`src/verilog/touch_report_cfg.svh`:
```
`ifndef TOUCH_REPORT_CFG_SVH
`define TOUCH_REPORT_CFG_SVH

// Request codes
`define REQ_FIRST_KEY 8'hc0
`define REQ_ALL_KEYS 8'hc1
`define REQ_STATUS 8'hc2
`define REQ_NV_CRC 8'hc3
`define REQ_RAM_CRC 8'hc4
`define REQ_ERR_KEYS 8'hc5
`define REQ_OUT_STATES 8'hc6
`define REQ_LAST_CMD 8'hc7
`define REQ_SETUPS 8'hc8
`define REQ_IDENT 8'hc9
`define REQ_VERSION 8'hca
`define REQ_SIGNAL_HI 4'h2
`define REQ_BASE_HI 4'h4
`define REQ_KSTAT_HI 4'h8

// Report field positions
`define STS_FIXED_BIT 7
`define STS_DETECT_BIT 6
`define STS_CYCLE_BIT 5
`define STS_ERROR_BIT 4
`define STS_ATTN_BIT 3
`define STS_NV_BIT 2
`define STS_RESET_BIT 1
`define STS_SHIELD_BIT 0

// Sizes and timing
`define NUM_KEYS 11
`define NUM_OUTS 7
`define SETUP_BYTES 42
`define MAX_BURST_PULSES 16'd2048
`define CLK_PERIOD_NS 20
`define ABANDON_TIME_MS 100
`define ABANDON_CYCLES ((`ABANDON_TIME_MS * 1000000) / `CLK_PERIOD_NS)

`endif

```
`src/verilog/touch_report_pkg.sv`:
```
package touch_report_pkg;
    typedef enum logic [1:0] {
        ST_IDLE,
        ST_SEND,
        ST_SETUPS
    } resp_state_t;
endpackage : touch_report_pkg

```
`src/verilog/touch_report_responder.sv`:
```
`timescale 1ns/100ps
`default_nettype none
`include "touch_report_cfg.svh"

// Overview of operation
// - First-key byte: bit7 any touch, bit6 multi, bit5 any error, low bits index.
// - Multi-touch flag is 1 for two or more touched keys, else 0.
// - Index is sole touched key; with several, earliest-touched while it stays touched, else lowest-numbered touched key.
// - All-keys report: byte0 bits2..0 keys10..8, byte1 keys7..0.
// - Status: bit7 one, bit6 touch, bit4 error, bit3 attention pin floating.
// - Status bit5 shows cycle overrun, cleared when cycle timing met.
// - No stored setups: status bit2 set and nonvolatile CRC reads zero.
// - Status bit1 set by reset, cleared by reading status report.
// - Status bit0 shows shield active, zero when shield disabled.
// - Nonvolatile CRC request returns one checksum byte.
// - Working-memory CRC request returns one checksum byte.
// - Error-keys report uses all-keys layout; disabled keys read zero.
// - Signal request returns 16-bit signal, high byte first.
// - Reference request returns 16-bit reference, high byte first.
// - Key status: touched, low burst, max burst, suppress, calibrating, enabled.
// - Max burst fault flagged against fixed 2048-pulse limit.
// - Output report bits 6..0 show touched waveform driven per output.
// - Output report shows target state during hold or fade.
// - Last-command report gives prior command, never its own code.
// - Setups request sends 42 bytes ascending from address 0, MSB first.
// - Identification request returns fixed part code.
// - Version request returns major high nibble, minor low nibble.
// - Host stalling 100 ms mid-report abandons exchange and resets link.
module touch_report_responder
    import touch_report_pkg::*;
#(
    parameter int NKEYS = `NUM_KEYS,
    parameter int NOUTS = `NUM_OUTS,
    parameter int NSETUP = `SETUP_BYTES,
    parameter int ABANDON_CYC = `ABANDON_CYCLES,
    parameter logic [7:0] PART_ID = 8'h3c,  // Arbitrary value
    parameter logic [3:0] VER_MAJOR = 4'h1,
    parameter logic [3:0] VER_MINOR = 4'h0
) (
    input wire logic MCLK,
    input wire logic NRST,
    input wire logic SCK,
    input wire logic SS_N,
    input wire logic MOSI,
    output logic MISO,
    input wire logic [NKEYS-1:0] KEY_TOUCHED,
    input wire logic [NKEYS-1:0] KEY_ERROR,
    input wire logic [NKEYS-1:0] KEY_ENABLED,
    input wire logic [NKEYS-1:0] KEY_LOW_BURST,
    input wire logic [NKEYS-1:0] KEY_SUPPRESS_ON,
    input wire logic [NKEYS-1:0] KEY_CALIBRATING,
    input wire logic [NKEYS*16-1:0] KEY_SIGNAL,
    input wire logic [NKEYS*16-1:0] KEY_BASELINE,
    input wire logic [NKEYS*16-1:0] KEY_BURST_COUNT,
    input wire logic CYCLE_OVERRUN,
    input wire logic ATTN_FLOATING,
    input wire logic NV_SETUP_VALID,
    input wire logic SHIELD_ENABLED,
    input wire logic SHIELD_ACTIVE,
    input wire logic [7:0] NV_CRC,
    input wire logic [7:0] RAM_CRC,
    input wire logic [NOUTS-1:0] OUT_TARGET_STATE,
    input wire logic [NSETUP*8-1:0] SETUP_TABLE,
    output logic [7:0] CMD_BYTE,
    output logic CMD_VALID
);

    // ==========================================================
    // Serial link, sampled on MCLK
    logic sck_q;
    logic sck_rise;
    logic sck_fall;
    logic [2:0] bit_cnt_q;
    logic [7:0] rx_shift_q;
    logic byte_done;
    logic [7:0] rx_byte;
    logic [7:0] tx_shift_q;
    logic [31:0] idle_cnt_q;
    logic abandon;
    resp_state_t state_q;
    logic [7:0] pend_q;
    logic more_q;
    logic [5:0] setup_idx_q;
    logic [7:0] last_cmd_q;
    logic reset_flag_q;
    logic [7:0] reply0;
    logic [7:0] reply1;
    logic two_bytes;

    assign sck_rise = SCK & ~sck_q;
    assign sck_fall = ~SCK & sck_q;
    assign byte_done = sck_rise & ~SS_N & (bit_cnt_q == 3'd7);
    assign rx_byte = {rx_shift_q[6:0], MOSI};
    assign abandon = (state_q != ST_IDLE) && (idle_cnt_q >= 32'(ABANDON_CYC - 1));

    always_ff @(posedge MCLK or negedge NRST) begin
        if (!NRST) begin
            sck_q <= 1'b0;
        end else begin
            sck_q <= SCK;
        end
    end

    always_ff @(posedge MCLK or negedge NRST) begin
        if (!NRST) begin
            bit_cnt_q <= 3'd0;
            rx_shift_q <= 8'h00;
        end else if (SS_N || abandon) begin
            bit_cnt_q <= 3'd0;
        end else if (sck_rise) begin
            bit_cnt_q <= bit_cnt_q + 3'd1;
            rx_shift_q <= rx_byte;
        end
    end

    // Stall timer; only runs while a report is owed
    always_ff @(posedge MCLK or negedge NRST) begin
        if (!NRST) begin
            idle_cnt_q <= 32'd0;
        end else if (state_q == ST_IDLE || sck_rise || abandon) begin
            idle_cnt_q <= 32'd0;
        end else begin
            idle_cnt_q <= idle_cnt_q + 32'd1;
        end
    end

    // ==========================================================
    // Report formation
    logic [NKEYS-1:0] max_burst;
    logic [NKEYS-1:0] err_vis;
    logic [3:0] first_idx_q;
    logic [NKEYS-1:0] touched_q;
    logic [3:0] key_sel;
    logic multi;

    genvar g;
    generate
        for (g = 0; g < NKEYS; g++) begin : g_key
            assign max_burst[g] = KEY_BURST_COUNT[g*16 +: 16] >= `MAX_BURST_PULSES;
            assign err_vis[g] = KEY_ERROR[g] & KEY_ENABLED[g];
        end
    endgenerate

    assign multi = (KEY_TOUCHED & (KEY_TOUCHED - NKEYS'(1))) != '0;
    assign key_sel = rx_byte[3:0];

    // Earliest touch: kept while that key stays touched
    always_ff @(posedge MCLK or negedge NRST) begin
        if (!NRST) begin
            first_idx_q <= 4'h0;
            touched_q <= '0;
        end else begin
            touched_q <= KEY_TOUCHED;
            if (!KEY_TOUCHED[first_idx_q] || !touched_q[first_idx_q]) begin
                for (int i = NKEYS - 1; i >= 0; i--) begin
                    if (KEY_TOUCHED[i] && touched_q[i]) begin
                        first_idx_q <= 4'(i);
                    end
                end
                for (int i = NKEYS - 1; i >= 0; i--) begin
                    if (KEY_TOUCHED[i] && !touched_q[i] && touched_q == '0) begin
                        first_idx_q <= 4'(i);
                    end
                end
            end
        end
    end

    always_comb begin
        reply0 = 8'h00;
        reply1 = 8'h00;
        two_bytes = 1'b0;
        if (rx_byte == `REQ_FIRST_KEY) begin
            reply0 = {|KEY_TOUCHED, multi, |err_vis, 1'b0,
                      (|KEY_TOUCHED) ? first_idx_q : 4'h0};
        end else if (rx_byte == `REQ_ALL_KEYS) begin
            reply0 = {5'h00, KEY_TOUCHED[10:8]};
            reply1 = KEY_TOUCHED[7:0];
            two_bytes = 1'b1;
        end else if (rx_byte == `REQ_STATUS) begin
            reply0[`STS_FIXED_BIT] = 1'b1;
            reply0[`STS_DETECT_BIT] = |KEY_TOUCHED;
            reply0[`STS_CYCLE_BIT] = CYCLE_OVERRUN;
            reply0[`STS_ERROR_BIT] = |err_vis;
            reply0[`STS_ATTN_BIT] = ATTN_FLOATING;
            reply0[`STS_NV_BIT] = ~NV_SETUP_VALID;
            reply0[`STS_RESET_BIT] = reset_flag_q;
            reply0[`STS_SHIELD_BIT] = SHIELD_ENABLED & SHIELD_ACTIVE;
        end else if (rx_byte == `REQ_NV_CRC) begin
            reply0 = NV_SETUP_VALID ? NV_CRC : 8'h00;
        end else if (rx_byte == `REQ_RAM_CRC) begin
            reply0 = RAM_CRC;
        end else if (rx_byte == `REQ_ERR_KEYS) begin
            reply0 = {5'h00, err_vis[10:8]};
            reply1 = err_vis[7:0];
            two_bytes = 1'b1;
        end else if (rx_byte == `REQ_OUT_STATES) begin
            reply0 = {1'b0, OUT_TARGET_STATE};
        end else if (rx_byte == `REQ_LAST_CMD) begin
            reply0 = last_cmd_q;
        end else if (rx_byte == `REQ_IDENT) begin
            reply0 = PART_ID;
        end else if (rx_byte == `REQ_VERSION) begin
            reply0 = {VER_MAJOR, VER_MINOR};
        end else if (rx_byte == `REQ_SETUPS) begin
            reply0 = SETUP_TABLE[7:0];
        end else if (key_sel < 4'(NKEYS)) begin
            if (rx_byte[7:4] == `REQ_SIGNAL_HI) begin
                reply0 = KEY_SIGNAL[32'(key_sel)*16+8 +: 8];
                reply1 = KEY_SIGNAL[32'(key_sel)*16 +: 8];
                two_bytes = 1'b1;
            end else if (rx_byte[7:4] == `REQ_BASE_HI) begin
                reply0 = KEY_BASELINE[32'(key_sel)*16+8 +: 8];
                reply1 = KEY_BASELINE[32'(key_sel)*16 +: 8];
                two_bytes = 1'b1;
            end else if (rx_byte[7:4] == `REQ_KSTAT_HI) begin
                reply0 = {KEY_TOUCHED[key_sel], KEY_LOW_BURST[key_sel],
                          max_burst[key_sel], 2'b00, KEY_SUPPRESS_ON[key_sel],
                          KEY_CALIBRATING[key_sel], KEY_ENABLED[key_sel]};
            end
        end
    end

    // ==========================================================
    // Exchange sequencing: a request byte loads the first reply byte
    // Limitation: a command sent in place of a filler byte is dropped
    logic is_report;
    assign is_report = (rx_byte[7:4] == `REQ_SIGNAL_HI) || (rx_byte[7:4] == `REQ_BASE_HI)
        || (rx_byte[7:4] == `REQ_KSTAT_HI) || (rx_byte >= `REQ_FIRST_KEY
        && rx_byte <= `REQ_VERSION);

    always_ff @(posedge MCLK or negedge NRST) begin
        if (!NRST) begin
            state_q <= ST_IDLE;
            pend_q <= 8'h00;
            more_q <= 1'b0;
            setup_idx_q <= 6'd0;
            tx_shift_q <= 8'h00;
        end else if (abandon || SS_N) begin
            state_q <= ST_IDLE;
            tx_shift_q <= 8'h00;
        end else if (byte_done) begin
            case (state_q)
                ST_IDLE: begin
                    tx_shift_q <= reply0;
                    pend_q <= reply1;
                    if (rx_byte == `REQ_SETUPS) begin
                        state_q <= ST_SETUPS;
                        setup_idx_q <= 6'd1;
                    end else if (is_report) begin
                        state_q <= ST_SEND;
                        more_q <= two_bytes;
                    end
                end
                ST_SEND: begin
                    if (more_q) begin
                        tx_shift_q <= pend_q;
                        more_q <= 1'b0;
                    end else begin
                        tx_shift_q <= 8'h00;
                        state_q <= ST_IDLE;
                    end
                end
                ST_SETUPS: begin
                    if (32'(setup_idx_q) < NSETUP) begin
                        tx_shift_q <= SETUP_TABLE[32'(setup_idx_q)*8 +: 8];
                        setup_idx_q <= setup_idx_q + 6'd1;
                    end else begin
                        tx_shift_q <= 8'h00;
                        state_q <= ST_IDLE;
                    end
                end
                default: state_q <= ST_IDLE;
            endcase
        end else if (sck_fall && bit_cnt_q != 3'd0) begin
            tx_shift_q <= {tx_shift_q[6:0], 1'b0};
        end
    end

    assign MISO = tx_shift_q[7];

    // Command record; filler bytes mid-report are not commands
    always_ff @(posedge MCLK or negedge NRST) begin
        if (!NRST) begin
            last_cmd_q <= 8'h00;
            CMD_BYTE <= 8'h00;
            CMD_VALID <= 1'b0;
        end else begin
            CMD_VALID <= 1'b0;
            if (byte_done && state_q == ST_IDLE) begin
                last_cmd_q <= rx_byte;
                CMD_BYTE <= rx_byte;
                CMD_VALID <= ~is_report;
            end
        end
    end

    // Reset flag: set by reset, cleared when a status request is received
    always_ff @(posedge MCLK or negedge NRST) begin
        if (!NRST) begin
            reset_flag_q <= 1'b1;
        end else if (byte_done && state_q == ST_IDLE && rx_byte == `REQ_STATUS) begin
            reset_flag_q <= 1'b0;
        end
    end

    // ==========================================================
    // Checks
    AST_STATUS_CLEARS: assert property (@(posedge MCLK) disable iff (!NRST)
        byte_done && state_q == ST_IDLE && rx_byte == `REQ_STATUS
        |=> !reset_flag_q && tx_shift_q[7])
        else $error("status read did not clear reset flag");
    AST_LAST_NOT_SELF: assert property (@(posedge MCLK) disable iff (!NRST)
        byte_done && state_q == ST_IDLE && rx_byte == `REQ_LAST_CMD
        |=> tx_shift_q == $past(last_cmd_q))
        else $error("last command report wrong");
    AST_ALL_HIGH: assert property (@(posedge MCLK) disable iff (!NRST)
        byte_done && state_q == ST_IDLE && rx_byte == `REQ_ALL_KEYS
        |=> tx_shift_q[7:3] == 5'h00 && state_q == ST_SEND)
        else $error("all-keys high byte wrong");
    AST_SETUP_FIRST: assert property (@(posedge MCLK) disable iff (!NRST)
        byte_done && state_q == ST_IDLE && rx_byte == `REQ_SETUPS
        |=> setup_idx_q == 6'd1 && tx_shift_q == SETUP_TABLE[7:0])
        else $error("setups did not start at address 0");
    AST_ABANDON: assert property (@(posedge MCLK) disable iff (!NRST)
        abandon |=> state_q == ST_IDLE && bit_cnt_q == 3'd0)
        else $error("stall did not reset link");
    AST_NV_ZERO: assert property (@(posedge MCLK) disable iff (!NRST)
        byte_done && state_q == ST_IDLE && rx_byte == `REQ_NV_CRC && !NV_SETUP_VALID
        |=> tx_shift_q == 8'h00)
        else $error("nonvolatile CRC not zero");
    AST_IDENT: assert property (@(posedge MCLK) disable iff (!NRST)
        byte_done && state_q == ST_IDLE && rx_byte == `REQ_IDENT
        |=> tx_shift_q == PART_ID)
        else $error("identification byte wrong");
    AST_VERSION: assert property (@(posedge MCLK) disable iff (!NRST)
        byte_done && state_q == ST_IDLE && rx_byte == `REQ_VERSION
        |=> tx_shift_q == {VER_MAJOR, VER_MINOR})
        else $error("version byte wrong");
    AST_FIRST_FLAGS: assert property (@(posedge MCLK) disable iff (!NRST)
        byte_done && state_q == ST_IDLE && rx_byte == `REQ_FIRST_KEY && (|KEY_TOUCHED)
        |=> tx_shift_q[7] && !tx_shift_q[4])
        else $error("first-key detect flag wrong");
    AST_MULTI_FLAG: assert property (@(posedge MCLK) disable iff (!NRST)
        byte_done && state_q == ST_IDLE && rx_byte == `REQ_FIRST_KEY
        |=> tx_shift_q[6] == ($countones($past(KEY_TOUCHED)) > 1))
        else $error("multi-touch flag wrong");
    AST_ERR_DISABLED: assert property (@(posedge MCLK) disable iff (!NRST)
        byte_done && state_q == ST_IDLE && rx_byte == `REQ_ERR_KEYS
        |=> (pend_q & ~8'($past(KEY_ENABLED))) == 8'h00)
        else $error("disabled key reported in error");
    AST_NV_FLAG: assert property (@(posedge MCLK) disable iff (!NRST)
        byte_done && state_q == ST_IDLE && rx_byte == `REQ_STATUS && !NV_SETUP_VALID
        |=> tx_shift_q[`STS_NV_BIT])
        else $error("storage error bit not set");
    AST_SHIELD_OFF: assert property (@(posedge MCLK) disable iff (!NRST)
        byte_done && state_q == ST_IDLE && rx_byte == `REQ_STATUS && !SHIELD_ENABLED
        |=> !tx_shift_q[`STS_SHIELD_BIT])
        else $error("shield bit set while disabled");
    AST_KSTAT_GAP: assert property (@(posedge MCLK) disable iff (!NRST)
        byte_done && state_q == ST_IDLE && rx_byte[7:4] == `REQ_KSTAT_HI
        |=> tx_shift_q[4:3] == 2'b00)
        else $error("undefined key status bits not zero");
    AST_OUT_TOP: assert property (@(posedge MCLK) disable iff (!NRST)
        byte_done && state_q == ST_IDLE && rx_byte == `REQ_OUT_STATES
        |=> !tx_shift_q[7])
        else $error("output report top bit not zero");
    AST_SETUP_END: assert property (@(posedge MCLK) disable iff (!NRST)
        byte_done && state_q == ST_SETUPS && 32'(setup_idx_q) >= NSETUP
        |=> state_q == ST_IDLE)
        else $error("setups did not end after last byte");
    AST_FILLER_NOT_CMD: assert property (@(posedge MCLK) disable iff (!NRST)
        byte_done && state_q != ST_IDLE
        |=> !CMD_VALID && last_cmd_q == $past(last_cmd_q))
        else $error("filler byte taken as command");

endmodule : touch_report_responder
`default_nettype wire

```
`config.mk`:
```
export PLATFORM = sky130hd
export DESIGN_NAME = touch_report_responder
export DESIGN_NICKNAME = d
export VERILOG_FILES = /design/src/verilog/touch_report_pkg.sv /design/src/verilog/touch_report_responder.sv
export VERILOG_INCLUDE_DIRS = /design/src /design/src/verilog
export SDC_FILE = /design/constraint.sdc
export NUM_CORES = 1
export LEC_CHECK = 0
export ABC_AREA = 1
export BUFFER_PORTS_ARGS = -buffer_cell sky130_fd_sc_hd__buf_2
export CORE_AREA = 2 2 374 376
export DETAILED_ROUTE_END_ITERATION = 10
export DIE_AREA = 0 0 376 378
export HOLD_SLACK_MARGIN = 0.05
export PLACE_DENSITY = 0.3
export SETUP_SLACK_MARGIN = 0.1
export SLEW_MARGIN = 15
export SYNTH_ARGS = -nofsm -noshare
export SYNTH_HDL_FRONTEND = slang
export SYNTH_SLANG_ARGS = --single-unit
```
`constraint.sdc`:
```
create_clock -name MCLK -period 2.7 [get_ports MCLK]
set_input_delay 0 -clock MCLK [delete_from_list [all_inputs] [get_ports MCLK]]
set_output_delay 0 -clock MCLK [all_outputs]
set_load 0.005 [all_outputs]
```
Word-level counts from Yosys, hierarchy flattened
Cells that the tools add are included.
{"block": "word_totals", "ff_bits": 93, "inputBits": 963, "output_inout_bits": 10, "elab_cells": 273}
{"block": "classes", "add_sub_neg": 5, "order_cmp": 18, "eq_ne": 25, "shift": 5, "muxes": 105, "bitwise_logic": 23, "n_reduce_logical": 78}
{"op": "$shiftx A176 B9 Y8", "n": 2}
{"op": "$shiftx A336 B10 Y8", "n": 1}
{"op": "$mux W8", "n": 35}
{"op": "$ge A16 B12 Y1 const B", "n": 11}
{"op": "$shiftx A176 B10 Y8", "n": 1}
{"op": "$shiftx A176 B33 Y8", "n": 1}
{"op": "$mux W4", "n": 23}
{"op": "$eq A8 B8 Y1 const B", "n": 11}
{"op": "$logic_and A1 B1 Y1", "n": 38}
{"op": "$add A32 B1 Y32 const B", "n": 1}
{"op": "$bmux W1 S4", "n": 8}
{"op": "$ge A32 B23 Y1 const B", "n": 1}
{"op": "$mux W32", "n": 1}
{"op": "$mux W1", "n": 24}
{"op": "$pmux W8 S3", "n": 1}
{"op": "$reduce_bool A22 Y1", "n": 1}
{"op": "$reduce_or A11 Y1", "n": 2}
{"op": "$and A1 B1 Y1", "n": 16}
{"op": "$logic_not A1 Y1", "n": 13}
{"op": "$mux W2", "n": 6}
{"op": "$mux W6", "n": 2}
{"op": "$pmux W6 S2", "n": 1}
{"op": "$and A11 B11 Y11", "n": 1}
{"op": "$logic_not A11 Y1", "n": 1}
{"op": "other kinds (33)", "n": 57}

Depth between registers and ports, before layout
{"block": "logic_depth", "depth_word": 23, "depth_mapped": 21, "mapped_depth_nobuf": 20}

Worst setup path before layout
OpenSTA, ideal clock, no wires.
{"block": "synth_timing", "kind": "flip-flop to flip-flop", "start": "register idle_cnt_q[0]", "end": "register rx_shift_q[2]", "setup_ns": 0.137, "arrival_time_ns": 1.882, "required_time_ns": 2.563, "slack_ns": 0.682, "stages_incl_launch_ff": 15, "path_buffers": 1, "synth_period_minus_slack_ns": 2.018, "path_cell_list": "dfrtp_1 > ha_1 > nand3_1 > nor2_2 > nand2_1 > nand3_1 > nand3_1 > nand2_1 > nand2_1 > nand2_1 > nand2_1 > nand2_1 > nor2_1 > buf_4 > o21ai_0"}
{"block": "synth_via", "elab_chain_cells": 5}
{"element": "from (decl)", "line_no": "touch_report_responder.sv:78", "text": "logic [31:0] idle_cnt_q;"}
{"element": "from (signal assigned)", "line_no": "touch_report_responder.sv:123", "text": "idle_cnt_q <= idle_cnt_q + 32'd1;"}
{"element": "$ge A32 B23 Y1", "line_no": "touch_report_responder.sv:94", "text": "assign abandon = (state_q != ST_IDLE) && (idle_cnt_q >= 32'(ABANDON_CYC - 1));"}
{"element": "$logic_and A1 B1 Y1", "line_no": "touch_report_responder.sv:94"}
{"element": "$logic_or A1 B1 Y1", "line_no": "touch_report_responder.sv:108", "text": "end else if (SS_N || abandon) begin"}
{"element": "$not A1 Y1 (no source line)"}
{"element": "$reduce_and A2 Y1 (no source line)"}
{"element": "to (signal assigned)", "line_no": "touch_report_responder.sv:112", "text": "rx_shift_q <= rx_byte;"}
{"element": "to (decl)", "line_no": "touch_report_responder.sv:74", "text": "logic [7:0] rx_shift_q;"}
No other way between the ends.
A chain may end at the register's enable or synchronous reset.

Worst setup path in the final report
{"block": "layout_timing", "start": "register rx_shift_q[0]", "end": "register tx_shift_q[0]"}
{"block": "layout_via", "elab_chain_cells": 20, "elab_cells_between_ends": 35, "classes_between": "add/sub (1); order compare (1); eq/ne (11); shift (2); mux (20)"}
{"element": "branches (longest 16 deep; another with $add A8 B4 Y9)"}
{"element": "$mux W8 *", "line_no": "touch_report_responder.sv:173", "text": "if (rx_byte == `REQ_FIRST_KEY) begin"}
{"element": "$pmux W8 S3 *", "line_no": "touch_report_responder.sv:243", "text": "case (state_q)"}
{"element": "$mux W8 *", "line_no": "touch_report_responder.sv:242", "text": "end else if (byte_done) begin"}
{"element": "$mux W8 *", "line_no": "touch_report_responder.sv:239", "text": "end else if (abandon || SS_N) begin"}
{"element": "to (signal assigned)", "line_no": "touch_report_responder.sv:245", "text": "tx_shift_q <= reply0;"}
{"element": "to (signal assigned)", "line_no": "touch_report_responder.sv:257", "text": "tx_shift_q <= pend_q;"}
{"element": "to (signal assigned)", "line_no": "touch_report_responder.sv:266", "text": "tx_shift_q <= SETUP_TABLE[32'(setup_idx_q)*8 +: 8];"}
{"element": "to (decl)", "line_no": "touch_report_responder.sv:77", "text": "logic [7:0] tx_shift_q;"}
Mark *: on every way between the ends. The select of a mux whose other input is x is not followed.

==> metrics.txt <==
die height 378 µm; Area Overhead vs Synth 78.3%; FF-to-FF Start rx_shift_q[0]; first-pass GRT wire length 156000 µm; Slew HR 0.273; CP startpoint kind flip-flop; Worst Min Path Start NV_CRC[7]; Reg2Reg Depth 18; async set-reset flop share out of synthesis 1.00; gr usage total 0.156; GRT overflow 0; sequential area share after synthesis 0.193; Clock Tree Root clkbuf_16; post-route ant nets 0; number of global-route vias before repair 20000; core area 139000 µm²; Max Slew Vio Count 0; worst-path fanout max 8; fin crit share 0.941; Most used DFF post-synth dfrtp_1; largest family of logic cells by synthesized area simple AND/OR/NAND/NOR gates; Leak 9.94 nW; hold path cells 5; via count 19600; Hold WC Path Type input port to flip-flop; Synth Area in XOR/XNOR 0.00508; unrepaired setup endpoints after global routing yes; FF-to-FF setup slack 0.16 ns; I/O Buffers 851; filler instances 16400; Final Hold Viols 0; Post-Layout Cell Count 4943; initial antenna violation count 71; DRC 0; Die ar. 142000 µm²; Worst Max-Slew Pin Slew 1.09 ns; CTS max path bufs 2; reg2reg end tx_shift_q[0]; Mapped Cells 2141; status completed; largest net degree at the start of global routing 94; placed cells 4850; Reg clk slew, reported paths 0.08 ns; Post-synth EDFFs 0; final core occ 0.155; Top-Level Pins 973; H-tree depth 3; Finish-stage setup viols 0; CP endpoint kind flip-flop; Mapped Area 12100 µm²; routed vias/inst 3.96; Worst Setup Path Type flip-flop to flip-flop; CTS buffer count 9; Placer Congestion 0.853; wire per inst 23.9 µm; Required @ worst endpoint 2.98 ns; Avg Cell Area, Syn 5.64 µm²; fmax 394 MHz; area post-placement 19700 µm²; Post-Synth Simple-Gate Area 0.382; Ys Warns 0; Finished Cell Area 21500 µm²; final wirelength 118000 µm; synthesis-stage register bit count 93; total of max-cap violations 0; min Tclk post-route 2.54 ns; Core Rows 137; Final nets 4090; clk_lat worst skew 0.39 ns; CP arrival 2.82 ns; total power 10.7 mW; Hold EP tx_shift_q[7]; Initial Util 0.0872; clock sinks 93; CTS tree done; met1 usage 0.184; Die X 376 µm; Iteration-0 DRC Markers 1141; share of cells above drive strength 1 0.403; power density over cell area 498 nW/µm²; Synth Area in Compound Gates 0.309; Synth Area in Adders 0.00829; met3 Use GR 0.0336; mux cell area share after synthesis 0.00746; Peak VDD IR 0.000312 V; Post-DP HPWL 99800 µm; Unique masters post-synth 55; DR pass1 iterations 5; Final Skew 0.0125 ns; GRT met2 Usage 0.288; gr busiest metal met2
[where the power goes]
part           switching [mW]  internal [mW]
clock network           0.699          0.725
registers               0.232           1.55
logic                    4.78           2.75
total                    5.71           5.02
[routing by layer]
layer	wire length (µm)	vias to the layer above	part of all wire
li1	-	9316	-
met1	47500	9125	0.40
met2	59900	891	0.51
met3	8010	180	0.068
met4	2740	40	0.023
met5	267	-	0.0023
[worst max-delay path: stages, from the launching register on]
cell	delay (ns)
dfrtp_2	0.44
buf_12	0.16
clkinv_8	0.06
nor2_4	0.05
buf_6	0.15
buf_12	0.14
a22oi_2	0.11
nand2_1	0.06
nand2_1	0.07
nand2_2	0.08
o21ai_2	0.13
buf_4	0.12
nand3_4	0.08
a21boi_2	0.14
nand4_1	0.20
nand2_2	0.15
nand3_4	0.11
nand2_2	0.09
nand2_1	0.05
[cells in the mapped netlist, types with 5 or more instances]
cell	count	area, µm²
nor3_2	7	70.1
buf_6	6	67.6
buf_2	46	230
nor3b_1	6	45.0
or2_2	8	50.1
a22oi_1	31	233
xor2_1	5	43.8
a31oi_1	12	75.1
o211ai_1	30	225
buf_4	17	128
nor2_1	377	1420
o22ai_1	113	707
a221oi_1	8	70.1
nor4_1	7	43.8
buf_1	6	22.5
nor3_1	12	60.1
dfrtp_1	92	2300
o21ai_0	280	1400
mux2i_1	9	90.1
inv_2	12	45.0
ha_1	8	100
clkbuf_1	66	248
nand4_1	20	125
nor2_4	5	56.3
nand2_1	542	2030
nand3_1	124	621
a211oi_1	7	52.6
inv_1	104	390
o221ai_1	24	210
a21oi_1	110	551
[how the worst max path moves through the flow]
stage / end / depth (start not counted) / start / slack [ns]
3_5_place_dp: tx_shift_q[0] / 16 / rx_shift_q[0] / -0.31
3_3_place_gp: tx_shift_q[0] / 16 / rx_shift_q[0] / -0.30
4_1_cts: tx_shift_q[0] / 16 / rx_shift_q[0] / 0.01
6_report: tx_shift_q[0] / 18 / rx_shift_q[0] / 0.16
5_1_grt: tx_shift_q[0] / 18 / rx_shift_q[0] / -0.03
2_1_floorplan: rx_shift_q[2] / 14 / idle_cnt_q[0] / 0.68
[registers in the layout, indices dropped and copies added (netlist names)]
signal        cells
rx_shift_q        7
CMD_VALID         1
pend_q            8
setup_idx_q       6
last_cmd_q        8
first_idx_q       4
idle_cnt_q       32
tx_shift_q        8
bit_cnt_q         3
more_q            1
sck_q             1
state_q           2
reset_flag_q      1
touched_q        11
[layout by cell type, fill, tap and decap left out, types with 8 or more instances in the layout]
cell             n
a21oi_1        101
a21oi_2          9
a22oi_1         29
a31oi_1         10
buf_12          34
buf_2          850
buf_4          170
buf_6           14
clkbuf_16       16
conb_1           9
dfrtp_1         87
diode_2         13
dlygate4sd3_1   15
ha_1             8
inv_1          101
inv_2            9
mux2i_1          9
nand2_1        521
nand2_2         19
nand3_1        103
nand3_2         18
nand4_1         20
nor2_1         362
nor2_2          12
nor2_4          12
nor3_1          12
o211ai_1        30
o21ai_0        260
o21ai_1         17
o221ai_1        17
o22ai_1         99
o22ai_2         14
or2_2            8
[cell families after synthesis]
logic type                 Yosys count
buffers and inverters              262
muxes                                9
other                                1
and+or+nand+nor                   1120
AOI/OAI and AO/OA                  641
DFF                                 93
adders and majority gates            8
xor gates and xnor gates             7
[what timing repair did]
action,in CTS,in global routing
setup buffers,2,38
gates cloned,2,8
hold endpoints to repair,110,0
resized for setup,40,145
pin swaps,3,49
endpoints found under the setup margin,11,20
hold buffers,15,0
[stage by stage]
step	setup TNS [ns]	setup WS [ns]	hold WS, ns
final	0	0.159	0.0737
after global routing	-0.0320	-0.0320	0.0903
after CTS	0	0.0108	0.0526
after detailed placement	-1.10	-0.306	0.133
after global placement	-1.21	-0.302	0.132
after floorplan	0	0.682	-0.296
[final cells by class]
cell class | instances | area, µm² | share of cell area
Timing Repair inverter | 1 | 8.76 | 0.000407
Antenna cell | 13 | 32.5 | 0.00151
Clock buffer | 9 | 225 | 0.0105
Clock inverter | 6 | 70.1 | 0.00326
Multi-Input combinational cell | 1794 | 9180 | 0.426
Inverter | 121 | 499 | 0.0232
Tap cell | 1807 | 2260 | 0.105
Sequential cell | 93 | 2340 | 0.109
Timing Repair Buffer | 1099 | 6910 | 0.321
No activity file was read; power rests on OpenSTA's default activity.
